**config.mk**
```make
export PLATFORM = sky130hd
export DESIGN_NAME = pgp_port
export DESIGN_NICKNAME = d
export VERILOG_FILES = /design/src/hdl/pgp_pkg.sv /design/src/hdl/pgp_timebase.sv /design/src/hdl/pgp_pin_drive.sv /design/src/hdl/pgp_port.sv
export SDC_FILE = /design/constraint.sdc
export NUM_CORES = 1
export LEC_CHECK = 0
export ABC_AREA = 1
export ABC_CLOCK_PERIOD_IN_PS = 8109
export CAP_MARGIN = 30
export CELL_PAD_IN_SITES_DETAIL_PLACEMENT = 0
export CELL_PAD_IN_SITES_GLOBAL_PLACEMENT = 1
export CORE_AREA = 2 2 167 169
export CTS_CLUSTER_DIAMETER = 120
export DETAILED_ROUTE_END_ITERATION = 12
export DIE_AREA = 0 0 169 171
export DONT_BUFFER_PORTS = 1
export PLACE_DENSITY = 0.86
export SYNTH_ARGS = -nofsm -noshare
export SYNTH_HDL_FRONTEND = slang
export SYNTH_HIERARCHICAL = 1
export SYNTH_SLANG_ARGS = --single-unit
```
**constraint.sdc**
```tcl
create_clock -name CLK_I -period 8.11 [get_ports CLK_I]
set_input_delay 1.2165 -clock CLK_I [delete_from_list [all_inputs] [get_ports CLK_I]]
set_output_delay 1.2165 -clock CLK_I [all_outputs]
set_load 0.02 [all_outputs]
```
**src/hdl/pgp_pkg.sv**
```systemverilog
// Purpose: Shared constants and types for the packet GPIO port.
// Assumes: 50 MHz clock, five pins, set and read command packets.
// Notes: Counts above 4096 cycles are defaults for top parameters.
package pgp_pkg;

  // ----------------------------------------------------------------
  // Sizes and timing
  // ----------------------------------------------------------------
  localparam int NPINS = 5;
  localparam int CLK_HZ = 50_000_000;
  localparam int SAMPLE_HZ = 32;
  localparam int PWM_HZ = 100;
  localparam int PWM_STEPS = 100;
  // Sample period and step period are both exact at 50 MHz
  localparam int SAMPLE_CYC_DEF = CLK_HZ / SAMPLE_HZ;
  localparam int STEP_CYC_DEF = CLK_HZ / (PWM_HZ * PWM_STEPS);
  localparam int SAMPLE_CNT_W = 21;
  localparam int STEP_CNT_W = 13;
  localparam int PHASE_W = 7;
  localparam logic [PHASE_W-1:0] PHASE_LAST = 7'h63;

  // ----------------------------------------------------------------
  // Packet codes and fields
  // ----------------------------------------------------------------
  localparam logic [7:0] CODE_SET = 8'h22;
  localparam logic [7:0] CODE_READ = 8'h23;
  localparam logic [7:0] REPLY_FLAG = 8'h40;
  localparam logic [7:0] LEN_VALUE = 8'h02;
  localparam logic [7:0] LEN_CONFIG = 8'h03;
  localparam logic [7:0] LEN_NONE = 8'h00;
  localparam logic [7:0] LEN_READ_RSP = 8'h04;
  localparam logic [7:0] LEVEL_HIGH = 8'h64;
  localparam logic [7:0] PIN_LAST = 8'h04;
  localparam int STATE_BIT = 0;
  localparam int FALL_BIT = 1;
  localparam int RISE_BIT = 2;
  localparam int FUNC_BIT = 3;

  // ----------------------------------------------------------------
  // Drive modes and power-up defaults
  // ----------------------------------------------------------------
  localparam logic [2:0] MODE_UP_PD = 3'h0;
  localparam logic [2:0] MODE_PUSH = 3'h1;
  localparam logic [2:0] MODE_HIZ = 3'h2;
  localparam logic [2:0] MODE_PU_DN = 3'h3;
  localparam logic [2:0] MODE_SUP_Z = 3'h4;
  localparam logic [2:0] MODE_SPUSH = 3'h5;
  localparam logic [2:0] MODE_RSVD = 3'h6;
  localparam logic [2:0] MODE_Z_SDN = 3'h7;
  // Pin 4..0: open drain, hi-z, hi-z, pull up, hi-z
  localparam logic [NPINS*3-1:0] MODE_DEF = 15'h749A;
  localparam logic [7:0] LEVEL_DEF = 8'h00;
  localparam logic FUNC_DEF = 1'b0;

  // ----------------------------------------------------------------
  // Types
  // ----------------------------------------------------------------
  typedef enum logic [1:0] {
    CK_NONE = 2'b00,
    CK_SET = 2'b01,
    CK_READ = 2'b10
  } pgp_kind_e;

  typedef struct packed {
    logic valid;
    logic [7:0] code;
    logic [7:0] len;
    logic [7:0] d0;
    logic [7:0] d1;
    logic [7:0] d2;
  } pgp_cmd_s;

  typedef struct packed {
    logic valid;
    logic [7:0] code;
    logic [7:0] len;
    logic [7:0] d0;
    logic [7:0] d1;
    logic [7:0] d2;
    logic [7:0] d3;
  } pgp_rsp_s;

  typedef struct packed {
    logic [7:0] level;
    logic func;
    logic [2:0] mode;
  } pgp_cfg_s;

endpackage : pgp_pkg

```
**src/hdl/pgp_timebase.sv**
```systemverilog
// Purpose: Sample tick and shared PWM phase for all pins.
// Assumes: Clock enable freezes both counters.
// Notes: One counter pair serves every pin, so all PWM edges align.
`timescale 1ns/1ps
module pgp_timebase
  import pgp_pkg::*;
#(
  parameter int unsigned SAMPLE_CYC = SAMPLE_CYC_DEF,
  parameter int unsigned STEP_CYC = STEP_CYC_DEF
) (
  // Clock, reset, enable
  input wire logic clk_i,
  input wire logic rst_n_i,
  input wire logic ce_i,
  // Timing outputs
  output logic sample_tick_o,
  output logic [PHASE_W-1:0] phase_o
);

  logic [SAMPLE_CNT_W-1:0] scnt_q, scnt_d;
  logic [STEP_CNT_W-1:0] pcnt_q, pcnt_d;
  logic [PHASE_W-1:0] phase_q, phase_d;
  logic tick_q, tick_d;

  // ----------------------------------------------------------------
  // Counters
  // ----------------------------------------------------------------
  // Next values of sample and step counters
  always_comb begin
    scnt_d = scnt_q;
    pcnt_d = pcnt_q;
    phase_d = phase_q;
    tick_d = tick_q;
    if (ce_i) begin
      tick_d = 1'b0;
      scnt_d = scnt_q + 1'b1;
      if (scnt_q == SAMPLE_CNT_W'(SAMPLE_CYC - 1)) begin
        scnt_d = '0;
        tick_d = 1'b1;
      end
      pcnt_d = pcnt_q + 1'b1;
      if (pcnt_q == STEP_CNT_W'(STEP_CYC - 1)) begin
        pcnt_d = '0;
        phase_d = (phase_q == PHASE_LAST) ? '0 : phase_q + 1'b1;
      end
    end
  end

  // Register stage
  always_ff @(posedge clk_i or negedge rst_n_i) begin
    if (!rst_n_i) begin
      scnt_q <= '0;
      pcnt_q <= '0;
      phase_q <= '0;
      tick_q <= 1'b0;
    end else begin
      scnt_q <= scnt_d;
      pcnt_q <= pcnt_d;
      phase_q <= phase_d;
      tick_q <= tick_d;
    end
  end

  assign sample_tick_o = tick_q;
  assign phase_o = phase_q;
endmodule : pgp_timebase

```
**src/hdl/pgp_pin_drive.sv**
```systemverilog
// Purpose: Turns a pin level and drive mode into pad controls.
// Assumes: Pad has strong driver, slow-edge option and weak pulls.
// Notes: Purely combinational; the top registers every result.
`timescale 1ns/1ps
module pgp_pin_drive
  import pgp_pkg::*;
(
  // Requested level and mode
  input wire logic level_i,
  input wire logic [2:0] mode_i,
  // Pad controls
  output logic oe_o,
  output logic out_o,
  output logic pu_o,
  output logic pd_o,
  output logic slow_o
);

  // ----------------------------------------------------------------
  // Mode decode
  // ----------------------------------------------------------------
  // Strong drive wins over pulls; pulls only when not driving
  always_comb begin
    oe_o = 1'b0;
    out_o = level_i;
    pu_o = 1'b0;
    pd_o = 1'b0;
    slow_o = 1'b0;
    unique case (mode_i)
      MODE_UP_PD: begin
        oe_o = level_i;
        pd_o = !level_i;
      end
      MODE_PUSH: oe_o = 1'b1;
      MODE_HIZ: oe_o = 1'b0;
      MODE_PU_DN: begin
        oe_o = !level_i;
        pu_o = level_i;
      end
      MODE_SUP_Z: begin
        oe_o = level_i;
        slow_o = 1'b1;
      end
      MODE_SPUSH: begin
        oe_o = 1'b1;
        slow_o = 1'b1;
      end
      MODE_RSVD: oe_o = 1'b0; // Reserved: stay off the wire
      MODE_Z_SDN: begin
        oe_o = !level_i;
        slow_o = 1'b1;
      end
    endcase
  end

endmodule : pgp_pin_drive

```
**src/hdl/pgp_port.sv**
```systemverilog
// Purpose: Five-pin GPIO port driven by set and read command packets.
// Assumes: Packets arrive parsed, one-cycle valid; pins are synchronous.
// Notes: Boot copy is saved and restored by strobes from the host path.
//
// Notes on behaviour
// Index 0..4 picks a pin; rest reserved
// Level 0 low, 100 high, 1..99 PWM
// Two bytes set value; three add config
// Modes 000, 001, 011 drive as listed
// Modes 100, 101, 111 slow, as listed
// Mode 010 is input; 110 reserved
// Function bit picks user or default role
// Host keeps config byte within 0..15
// Sample all pins steadily at 32 Hz
// Latch edges since last read, then clear
// Reply state byte: level, fall, rise
// Report sampled level, not requested one
// Reply returns stored level and config nibble
// Read code 0x23 echoes pin index
// Set code 0x22 acked by empty 0x62
// Pins 2, 3, 4 default to host roles
// Pin config belongs to saved boot state
// Common 100-step counter makes PWM
`timescale 1ns/1ps
module pgp_port
  import pgp_pkg::*;
#(
  parameter int unsigned SAMPLE_CYC = SAMPLE_CYC_DEF,
  parameter int unsigned STEP_CYC = STEP_CYC_DEF
) (
  // Clock, reset, enable
  input wire logic CLK_I,
  input wire logic RST_N_I,
  input wire logic CE_I,
  // Command packets and replies
  input wire pgp_cmd_s CMD_I,
  output pgp_rsp_s RSP_O,
  // Boot state strobes
  input wire logic SAVE_BOOT_I,
  input wire logic LOAD_BOOT_I,
  // Default-role levels (power, reset, one_wire_port)
  input wire logic [NPINS-1:0] DEF_LEVEL_I,
  // Pads
  input wire logic [NPINS-1:0] PIN_I,
  output logic [NPINS-1:0] PIN_O,
  output logic [NPINS-1:0] PIN_OE_O,
  output logic [NPINS-1:0] PIN_PU_O,
  output logic [NPINS-1:0] PIN_PD_O,
  output logic [NPINS-1:0] PIN_SLOW_O
);

  // ----------------------------------------------------------------
  // Reset release
  // ----------------------------------------------------------------
  logic [1:0] rst_sync_q;
  logic rst_n;

  // Async assert, two-stage release
  always_ff @(posedge CLK_I or negedge RST_N_I) begin
    if (!RST_N_I) begin
      rst_sync_q <= 2'b00;
    end else begin
      rst_sync_q <= {rst_sync_q[0], 1'b1};
    end
  end
  assign rst_n = rst_sync_q[1];

  // ----------------------------------------------------------------
  // Timebase
  // ----------------------------------------------------------------
  logic tick;
  logic [PHASE_W-1:0] phase;

  pgp_timebase #(
    .SAMPLE_CYC(SAMPLE_CYC),
    .STEP_CYC(STEP_CYC)
  ) u_timebase (
    .clk_i(CLK_I),
    .rst_n_i(rst_n),
    .ce_i(CE_I),
    .sample_tick_o(tick),
    .phase_o(phase)
  );

  // ----------------------------------------------------------------
  // Command decode
  // ----------------------------------------------------------------
  pgp_kind_e kind;
  logic idx_ok;
  logic [2:0] idx;

  // Only our two codes are acted on; others belong elsewhere
  always_comb begin
    kind = CK_NONE;
    if (CMD_I.valid && CE_I) begin
      if (CMD_I.code == CODE_SET) begin
        kind = CK_SET;
      end else if (CMD_I.code == CODE_READ) begin
        kind = CK_READ;
      end
    end
  end
  assign idx_ok = (CMD_I.d0 <= PIN_LAST);
  assign idx = CMD_I.d0[2:0];

  // ----------------------------------------------------------------
  // Pin configuration and boot copy
  // ----------------------------------------------------------------
  pgp_cfg_s cfg_q [NPINS];
  pgp_cfg_s cfg_d [NPINS];
  pgp_cfg_s boot_q [NPINS];
  pgp_cfg_s boot_d [NPINS];
  logic [NPINS-1:0] smp_q, smp_d, rise_q, rise_d, fall_q, fall_d;
  logic [NPINS-1:0] lvl, oe_n, out_n, pu_n, pd_n, slow_n;
  logic [NPINS-1:0] out_q, oe_q, pu_q, pd_q, slow_q;
  logic [NPINS-1:0] clr;

  for (genvar i = 0; i < NPINS; i++) begin : g_pin
    // Config update: value only, or value plus nibble
    always_comb begin
      cfg_d[i] = cfg_q[i];
      boot_d[i] = boot_q[i];
      if (CE_I) begin
        if (SAVE_BOOT_I) begin
          boot_d[i] = cfg_q[i];
        end
        if (LOAD_BOOT_I) begin
          cfg_d[i] = boot_q[i];
        end else if (kind == CK_SET && idx_ok && idx == 3'(i)) begin
          if (CMD_I.d1 <= LEVEL_HIGH) begin
            cfg_d[i].level = CMD_I.d1;
          end
          if (CMD_I.len == LEN_CONFIG) begin
            cfg_d[i].func = CMD_I.d2[FUNC_BIT];
            cfg_d[i].mode = CMD_I.d2[2:0];
          end
        end
      end
    end

    // Sampling and edge flags; a new edge beats a read's clear
    always_comb begin
      clr[i] = (kind == CK_READ) && idx_ok && (idx == 3'(i));
      smp_d[i] = smp_q[i];
      rise_d[i] = rise_q[i] && !clr[i];
      fall_d[i] = fall_q[i] && !clr[i];
      if (CE_I && tick) begin
        smp_d[i] = PIN_I[i];
        if (PIN_I[i] && !smp_q[i]) begin
          rise_d[i] = 1'b1;
        end
        if (!PIN_I[i] && smp_q[i]) begin
          fall_d[i] = 1'b1;
        end
      end
    end

    // User role takes PWM level; else the default role's level
    assign lvl[i] = cfg_q[i].func ? (phase < cfg_q[i].level[PHASE_W-1:0] ||
                                     cfg_q[i].level == LEVEL_HIGH)
                                  : DEF_LEVEL_I[i];

    pgp_pin_drive u_drive (
      .level_i(lvl[i]),
      .mode_i(cfg_q[i].mode),
      .oe_o(oe_n[i]),
      .out_o(out_n[i]),
      .pu_o(pu_n[i]),
      .pd_o(pd_n[i]),
      .slow_o(slow_n[i])
    );

    // Register stage; power-up config holds the host-role defaults
    always_ff @(posedge CLK_I or negedge rst_n) begin
      if (!rst_n) begin
        cfg_q[i] <= '{LEVEL_DEF, FUNC_DEF, MODE_DEF[i*3 +: 3]};
        boot_q[i] <= '{LEVEL_DEF, FUNC_DEF, MODE_DEF[i*3 +: 3]};
        smp_q[i] <= 1'b0;
        rise_q[i] <= 1'b0;
        fall_q[i] <= 1'b0;
        out_q[i] <= 1'b0;
        oe_q[i] <= 1'b0;
        pu_q[i] <= 1'b0;
        pd_q[i] <= 1'b0;
        slow_q[i] <= 1'b0;
      end else begin
        cfg_q[i] <= cfg_d[i];
        boot_q[i] <= boot_d[i];
        smp_q[i] <= smp_d[i];
        rise_q[i] <= rise_d[i];
        fall_q[i] <= fall_d[i];
        if (CE_I) begin
          out_q[i] <= out_n[i];
          oe_q[i] <= oe_n[i];
          pu_q[i] <= pu_n[i];
          pd_q[i] <= pd_n[i];
          slow_q[i] <= slow_n[i];
        end
      end
    end
  end

  // ----------------------------------------------------------------
  // Replies
  // ----------------------------------------------------------------
  pgp_rsp_s rsp_q, rsp_d;

  // Reply is built from state before this cycle's updates
  always_comb begin
    rsp_d = rsp_q;
    if (CE_I) begin
      rsp_d = '0;
      rsp_d.code = CMD_I.code | REPLY_FLAG;
      if (kind == CK_SET) begin
        rsp_d.valid = 1'b1;
        rsp_d.len = LEN_NONE;
      end else if (kind == CK_READ) begin
        rsp_d.valid = 1'b1;
        rsp_d.len = LEN_READ_RSP;
        rsp_d.d0 = CMD_I.d0;
        // Reserved index answers with zeros past the echo
        if (idx_ok) begin
          rsp_d.d1[STATE_BIT] = smp_q[idx];
          rsp_d.d1[FALL_BIT] = fall_q[idx];
          rsp_d.d1[RISE_BIT] = rise_q[idx];
          rsp_d.d2 = cfg_q[idx].level;
          rsp_d.d3 = {4'h0, cfg_q[idx].func, cfg_q[idx].mode};
        end
      end else begin
        rsp_d.code = '0;
      end
    end
  end

  always_ff @(posedge CLK_I or negedge rst_n) begin
    if (!rst_n) begin
      rsp_q <= '0;
    end else begin
      rsp_q <= rsp_d;
    end
  end

  assign RSP_O = rsp_q;
  assign PIN_O = out_q;
  assign PIN_OE_O = oe_q;
  assign PIN_PU_O = pu_q;
  assign PIN_PD_O = pd_q;
  assign PIN_SLOW_O = slow_q;
endmodule : pgp_port

```
[Word level (Yosys, flattened, before mapping)]
Index checks and enable logic that the tools add are counted.
Storage, ports and cells
  bits in registers: 248
  bits of input ports: 56
  output and inout port bits: 74
Cells by class
  add/sub/neg operators: 3
  order comparisons: 9
  eq/ne operators: 52
  mux-type cells: 83
  bitwise logic cells: 1
  reductions and logical operators: 109
Operators by type and width (count)
  $mux 12: 12
  $eq 3x3->1 const B: 21
  $mux 19: 3
  $mux 1: 46
  $eq 8x7->1 const B: 5
  $mux 8: 5
  $reduce_or 2->1: 20
  $bmux 12 s3: 1
  $eq 3x2->1 const B: 12
  $lt 7x7->1: 5
  $logic_and 1x1->1: 34
  $reduce_and 3->1: 10
  $add 21x1->21 const B: 1
  $eq 21x21->1 const B: 1
  $mux 21: 1
  $logic_not 1->1: 20
  $pmux 1 s4: 5
  $eq 3x1->1 const B: 6
  $logic_not 3->1: 6
  $eq 8x6->1 const B: 2
  $reduce_or 3->1: 5
  $reduce_bool 2->1: 7
  $add 13x1->13 const B: 1
  $eq 13x13->1 const B: 1
  other kinds (18): 27

[Depth between registers and ports, before layout]
  depth after elaboration: 11
  gate-level depth with buffers: 12
  gate-level depth less buffers: 12

[Cells and area by module]
Netlist, hierarchy kept.
Modules (own cells, without submodules)
  pgp_port: times used 1, cells an instance 1233, area an instance 9574.2 um2, seq. area each 4874.7 um2
  pgp_timebase: times used 1, cells an instance 377, area an instance 2703.8 um2, seq. area each 1051.0 um2
  pgp_pin_drive: times used 5, cells an instance 15, area an instance 61.3 um2, seq. area each 0.0 um2

[Least setup slack after synthesis]
OpenSTA, ideal clock, no wires.
  path kind: input-to-reg
  from: input port CE_I
  to: register cfg_q[10] in the netlist's numbering
  library setup time: 117 ps
  arrival time: 2185 ps
  slack: 5807 ps
  stages on the path: 10
  path through: buf_2 -> nand2_1 -> nor2_1 -> nand2_1 -> nor2_2 -> nand3_1 -> nand2_1 -> nand2_1 -> nand2_1 -> nand2_1
On the way
  word-level cells in the longest chain between the ends: 7
Ends and longest elaborated chain
  from (decl): line pgp_port.sv:34  | input wire logic CE_I,
  $logic_and 1x1->1: line pgp_port.sv:95  | if (CMD_I.valid && CE_I) begin
  $mux 2: line pgp_port.sv:95
  $eq 2x1->1: line pgp_port.sv:129  | end else if (kind == CK_SET && idx_ok && idx == 3'(i)) begin
  $logic_and 1x1->1 (2 in a row): line pgp_port.sv:129
  $reduce_bool 2->1 (no line)
  $reduce_and 3->1 (no line) (*)
  to (signal, indexed assignment): line pgp_port.sv:176  | cfg_q[i] <= '{LEVEL_DEF, FUNC_DEF, MODE_DEF[i*3 +: 3]};
  to (signal, indexed assignment): line pgp_port.sv:187  | cfg_q[i] <= cfg_d[i];
  to (decl): line pgp_port.sv:109  | pgp_cfg_s cfg_q [NPINS];
Every way passes the cells marked *; elsewhere a longest branch is shown, timed or not.
A chain may end at the register's enable or synchronous reset.

[Worst setup path after layout]
  from: input port CMD_I[17] in the netlist's numbering
  to: register cfg_q[6] in the netlist's numbering
On the way
  word-level cells in the longest chain between the ends: 5
  elaborated cells between the ends (all ways): 6
  classes of those cells: order compare: 1; eq/ne: 1; reduce/logical: 4
Ends and longest elaborated chain
  from (decl): line pgp_port.sv:36  | input wire pgp_cmd_s CMD_I,
  $le 8x3->1: line pgp_port.sv:103  | assign idx_ok = (CMD_I.d0 <= PIN_LAST);
  $logic_and 1x1->1: line pgp_port.sv:129
  $logic_and 1x1->1 (*): line pgp_port.sv:129
  $reduce_bool 2->1 (no line) (*)
  $reduce_and 3->1 (no line) (*)
Marked as above.

==> impl_metrics.xml <==
<?xml version="1.0" encoding="UTF-8"?>
<metrics>
  <group name="synth">
    <metric name="ys_seq_elements" unit="">236</metric>
    <metric name="synth_enable_flop_cells" unit="">0</metric>
    <metric name="syn_area_per_cell" unit="sq um">7.469</metric>
    <metric name="cell_area_after_synthesis" unit="sq um">12580</metric>
    <metric name="yosys.area.top_type_share" unit="">0.4375</metric>
    <metric name="synth_top_area_cell" unit="">dfrtp_1</metric>
    <metric name="yosysUniqueCellTypes" unit="">41</metric>
    <metric name="synth.yosys.seq_area_share" unit="">0.4709</metric>
    <metric name="async_reset_ff_frac" unit="">1.000</metric>
    <metric name="ys.warnings.count" unit="">6</metric>
    <metric name="ys.flop_type" unit="">dfrtp_1</metric>
    <metric name="post_synth_main_area_contributors" unit="">dfrtp_1 (44%), nand2_1 (19%), inv_1 (4.8%)</metric>
    <metric name="syn-instance-count" unit="">1685</metric>
  </group>
  <group name="cts">
    <metric name="cts_buffers" unit="">27</metric>
    <metric name="htreeDepth" unit="">1</metric>
    <metric name="clkTransAtPathRegs" unit="ns">0.06</metric>
    <metric name="cts-resized-gates" unit="">0</metric>
    <metric name="clk_path_buf_depth" unit="">3</metric>
    <metric name="cts_tree" unit="">yes</metric>
    <metric name="root_buffer" unit="">clkbuf_16</metric>
    <metric name="cts.repair_timing.setup_buffer_count" unit="">0</metric>
    <metric name="clock_latency" unit="ns">0.54</metric>
    <metric name="cts.sink_count" unit="">236</metric>
    <metric name="post_cts_hold_buffer_count" unit="">0</metric>
  </group>
  <group name="detailed_routing">
    <metric name="wl" unit="um">32760</metric>
    <metric name="detail_route.first_pass.iterations" unit="">5</metric>
    <metric name="avgViaCountPerCell" unit="">5.129</metric>
    <metric name="drtAntennaViolNets" unit="">0</metric>
    <metric name="route.detailed.drc" unit="">0</metric>
    <metric name="via_count" unit="">10400</metric>
    <metric name="detail_route.wl_per_cell" unit="um">16.16</metric>
    <metric name="dr.first_iter.drc_count" unit="">792</metric>
  </group>
  <group name="floorplan">
    <metric name="design.die.area" unit="sq um">28900</metric>
    <metric name="initial_core_util" unit="">0.4606</metric>
    <metric name="die_y" unit="um">171</metric>
    <metric name="placement_rows" unit="">61</metric>
    <metric name="die_x" unit="um">169</metric>
    <metric name="fp.coreArea" unit="sq um">27320</metric>
    <metric name="io_pins" unit="">130</metric>
  </group>
  <group name="sta">
    <metric name="setup_total_negative_slack" unit="ns">0</metric>
    <metric name="setup_skew_after_layout" unit="ns">0.02068</metric>
    <metric name="timing.final.ws_setup" unit="ns">4.976</metric>
    <metric name="final_hold_viol_count" unit="">0</metric>
    <metric name="tightest_slew" unit="ns">0.8800</metric>
    <metric name="post-route-period-util" unit="">0.3864</metric>
    <metric name="achievable-frequency" unit="GHz">0.3191</metric>
    <metric name="timing.final.crit_period" unit="ns">3.134</metric>
    <metric name="maxSlewViolCount" unit="">0</metric>
    <metric name="rsz0062_at_grt" unit="">no</metric>
    <metric name="timing.slew.headroom" unit="">0.4133</metric>
    <metric name="report.final.setup_viol" unit="">0</metric>
  </group>
  <group name="grt">
    <metric name="vias_in_the_first_global_route" unit="">10140</metric>
    <metric name="maximum_number_of_pins_on_one_net_before_global_route_repair" unit="">162</metric>
    <metric name="number_of_antenna_violations_at_the_first_check_in_global_routing" unit="">2</metric>
    <metric name="global_route_wire_length_before_repair" unit="um">53430</metric>
    <metric name="globalRoute.totalOverflow" unit="">0</metric>
    <metric name="grt_usage" unit="">0.2321</metric>
  </group>
  <group name="worst_setup_path">
    <metric name="cp_slowest_stage_delay" unit="ns">0.47</metric>
    <metric name="critical-path-top-delay-family" unit="">simple AND/OR/NAND/NOR gates</metric>
    <metric name="timing.critical_path.buf_inv" unit="">1</metric>
    <metric name="worstPathCellList" unit="">nor2_4, nand2_1, inv_1, nand3_1, nand2_1, nand2_1, nand2_1, nand2_1</metric>
    <metric name="timing.critical_path.fanout_max" unit="">14</metric>
    <metric name="critical_path_required" unit="ns">8.52</metric>
    <metric name="critPathSlowestCell" unit="">nand2_1</metric>
    <metric name="critical_path_class" unit="">input pin to register</metric>
    <metric name="setup_crit_end_kind" unit="">register</metric>
    <metric name="critical_path_arrival" unit="ns">3.55</metric>
    <metric name="crit_top_cell" unit="">nand2_1</metric>
    <metric name="kind_of_start_point_of_the_critical_path" unit="">input pin</metric>
  </group>
  <group name="worst_hold_path">
    <metric name="timing.hold.worst.class" unit="">register to async pin</metric>
  </group>
  <group name="layout">
    <metric name="syn2layout_area_growth" unit="%">9.037</metric>
    <metric name="final-instance-count-excl-fill" unit="">2027</metric>
    <metric name="final_core_utilization" unit="">0.5022</metric>
    <metric name="nets_finish" unit="">1749</metric>
    <metric name="final_layout_size_suffix_gt1_frac" unit="">0.08150</metric>
    <metric name="diodes" unit="">0</metric>
  </group>
  <group name="placed_design">
    <metric name="place.gp.congestion" unit="">0.8628</metric>
    <metric name="io_buffer_count" unit="">0</metric>
    <metric name="placed_cells_incl_taps" unit="">1976</metric>
    <metric name="post-dp-hpwl" unit="um">22600</metric>
    <metric name="pre_cts_slack" unit="ns">4.519</metric>
  </group>
  <group name="run">
    <metric name="cap_viol_max_count" unit="">0</metric>
  </group>
  <group name="power_and_ir_drop">
    <metric name="ir_worst_vdd" unit="mV">0.1583</metric>
    <metric name="leakagePower" unit="uW">0.007222</metric>
    <metric name="cellPowerDensity" unit="nW/um^2">249.7</metric>
  </group>
  <group name="status">
    <metric name="outcome" unit="">complete, no violations</metric>
  </group>
</metrics>
==> cell usage in the layout (no fill, tap or decap), types with 13 or more instances in the layout <==
cell         n
a21oi_1     34
inv_1      162
clkbuf_16   27
o21ai_0     95
nor2_1     133
dfstp_2     16
nand4_1     23
nor3_1      13
nand3_1    116
conb_1      17
ha_1        33
dfrtp_1    219
nand2_1    652
==> synth_stat cells (2+ instances only) <==
master     number
a21oi_1        34
buf_1           4
buf_2          16
buf_4          28
buf_6           2
clkbuf_1       26
conb_1          2
dfrtp_1       220
dfstp_2        16
ha_1           33
inv_1         162
inv_2          12
mux2_2          5
nand2_1       653
nand2_2         8
nand3_1       116
nand3_2         6
nand4_1        23
nor2_1        133
nor2_2         12
nor2_4          5
nor3_1         13
nor3_2          3
o2111ai_1       3
o211ai_1        9
o21ai_0        95
o21ai_1         8
o21ai_2         4
o22ai_1         8
or2_2           5
xnor2_1         2
xor2_1         10
==> final timing paths <==
check | cells after the start | startpoint | endpoint | slack [ns]
setup / recovery | 8 | CMD_I[17] | cfg_q[6]$_DFFE_PN0P_ | 4.98
hold / removal | 0 | rst_sync_q[1]$_DFF_PN0_ | u_timebase/pcnt_q[5]$_DFFE_PN0P_ | 0.12
setup reg to reg | 11 | u_timebase/phase_o[4]$_DFFE_PN0P_ | PIN_OE_O[1]$_DFFE_PN0P_ | 5.78
hold reg to reg | 0 | rst_sync_q[1]$_DFF_PN0_ | u_timebase/pcnt_q[5]$_DFFE_PN0P_ | 0.12
max in group asynchronous | 2 | rst_sync_q[1]$_DFF_PN0_ | boot_q[23]$_DFFE_PN0P_ | 6.51
min in group CLK_I | 0 | rst_sync_q[0]$_DFF_PN0_ | rst_sync_q[1]$_DFF_PN0_ | 0.35
==> stage by stage <==
step,total power (uW),hold WS (ns),cell area (sq um)
6_report,3426,0.1188,13720
2_1_floorplan,1986,0.3312,12640
4_1_cts,3450,0.3434,13690
3_5_place_dp,2127,0.3410,12720
3_3_place_gp,2109,0.3379,12720
5_1_grt,3623,0.1246,13720
==> flip-flops by register name (all words and copies together), names as in the netlist <==
signal                    cells
u_timebase/pcnt_q            13
fall_q                        5
PIN_PD_O                      5
PIN_SLOW_O                    5
PIN_OE_O                      5
u_timebase/phase_o            7
rst_sync_q                    2
PIN_O                         5
cfg_q                        60
RSP_O                        32
PIN_PU_O                      5
u_timebase/scnt_q            21
smp_q                         5
rise_q                        5
boot_q                       60
u_timebase/sample_tick_o      1
==> per-layer routing <==
metal  global-route usage  part of all wire  up-vias
li1                     -                 -     5221
met1               0.3185              0.44     4848
met2               0.3795              0.47      266
met3              0.04673             0.068       57
met4              0.05648             0.021        4
met5                    0           0.00067        -
==> cell families (layout without fill, tap and decap cells) <==
family | Yosys count | in the layout | share of synthesized area
AOI/OAI and AO/OA | 165 | 165 | 0.07159
xor gates and xnor gates | 12 | 12 | 0.008351
adders and majority gates | 33 | 33 | 0.03281
buffers and inverters | 252 | 233 | 0.08650
DFF | 236 | 236 | 0.4709
muxes | 5 | 5 | 0.004474
other | 2 | 17 | 0.0005968
and+or+nand+nor | 980 | 980 | 0.3248
==> final cells by class <==
cell class                 instances  area (sq um)
fill                            2662         13600
sequential                       236          5929
multi-input combinational       1212          5642
clock buffer                      38         797.0
inverter                         176         663.1
tap                              346         432.9
clock inverter                    12         172.7
timing repair buffer               7         85.08
==> where the power goes <==
| part | switching (uW) | internal [uW] |
|---|---|---|
| combinational | 373 | 188 |
| sequential | 184 | 1360 |
| clock | 504 | 812 |
| total | 1060 | 2370 |
Note: power is estimated with default switching activity, not from simulation.
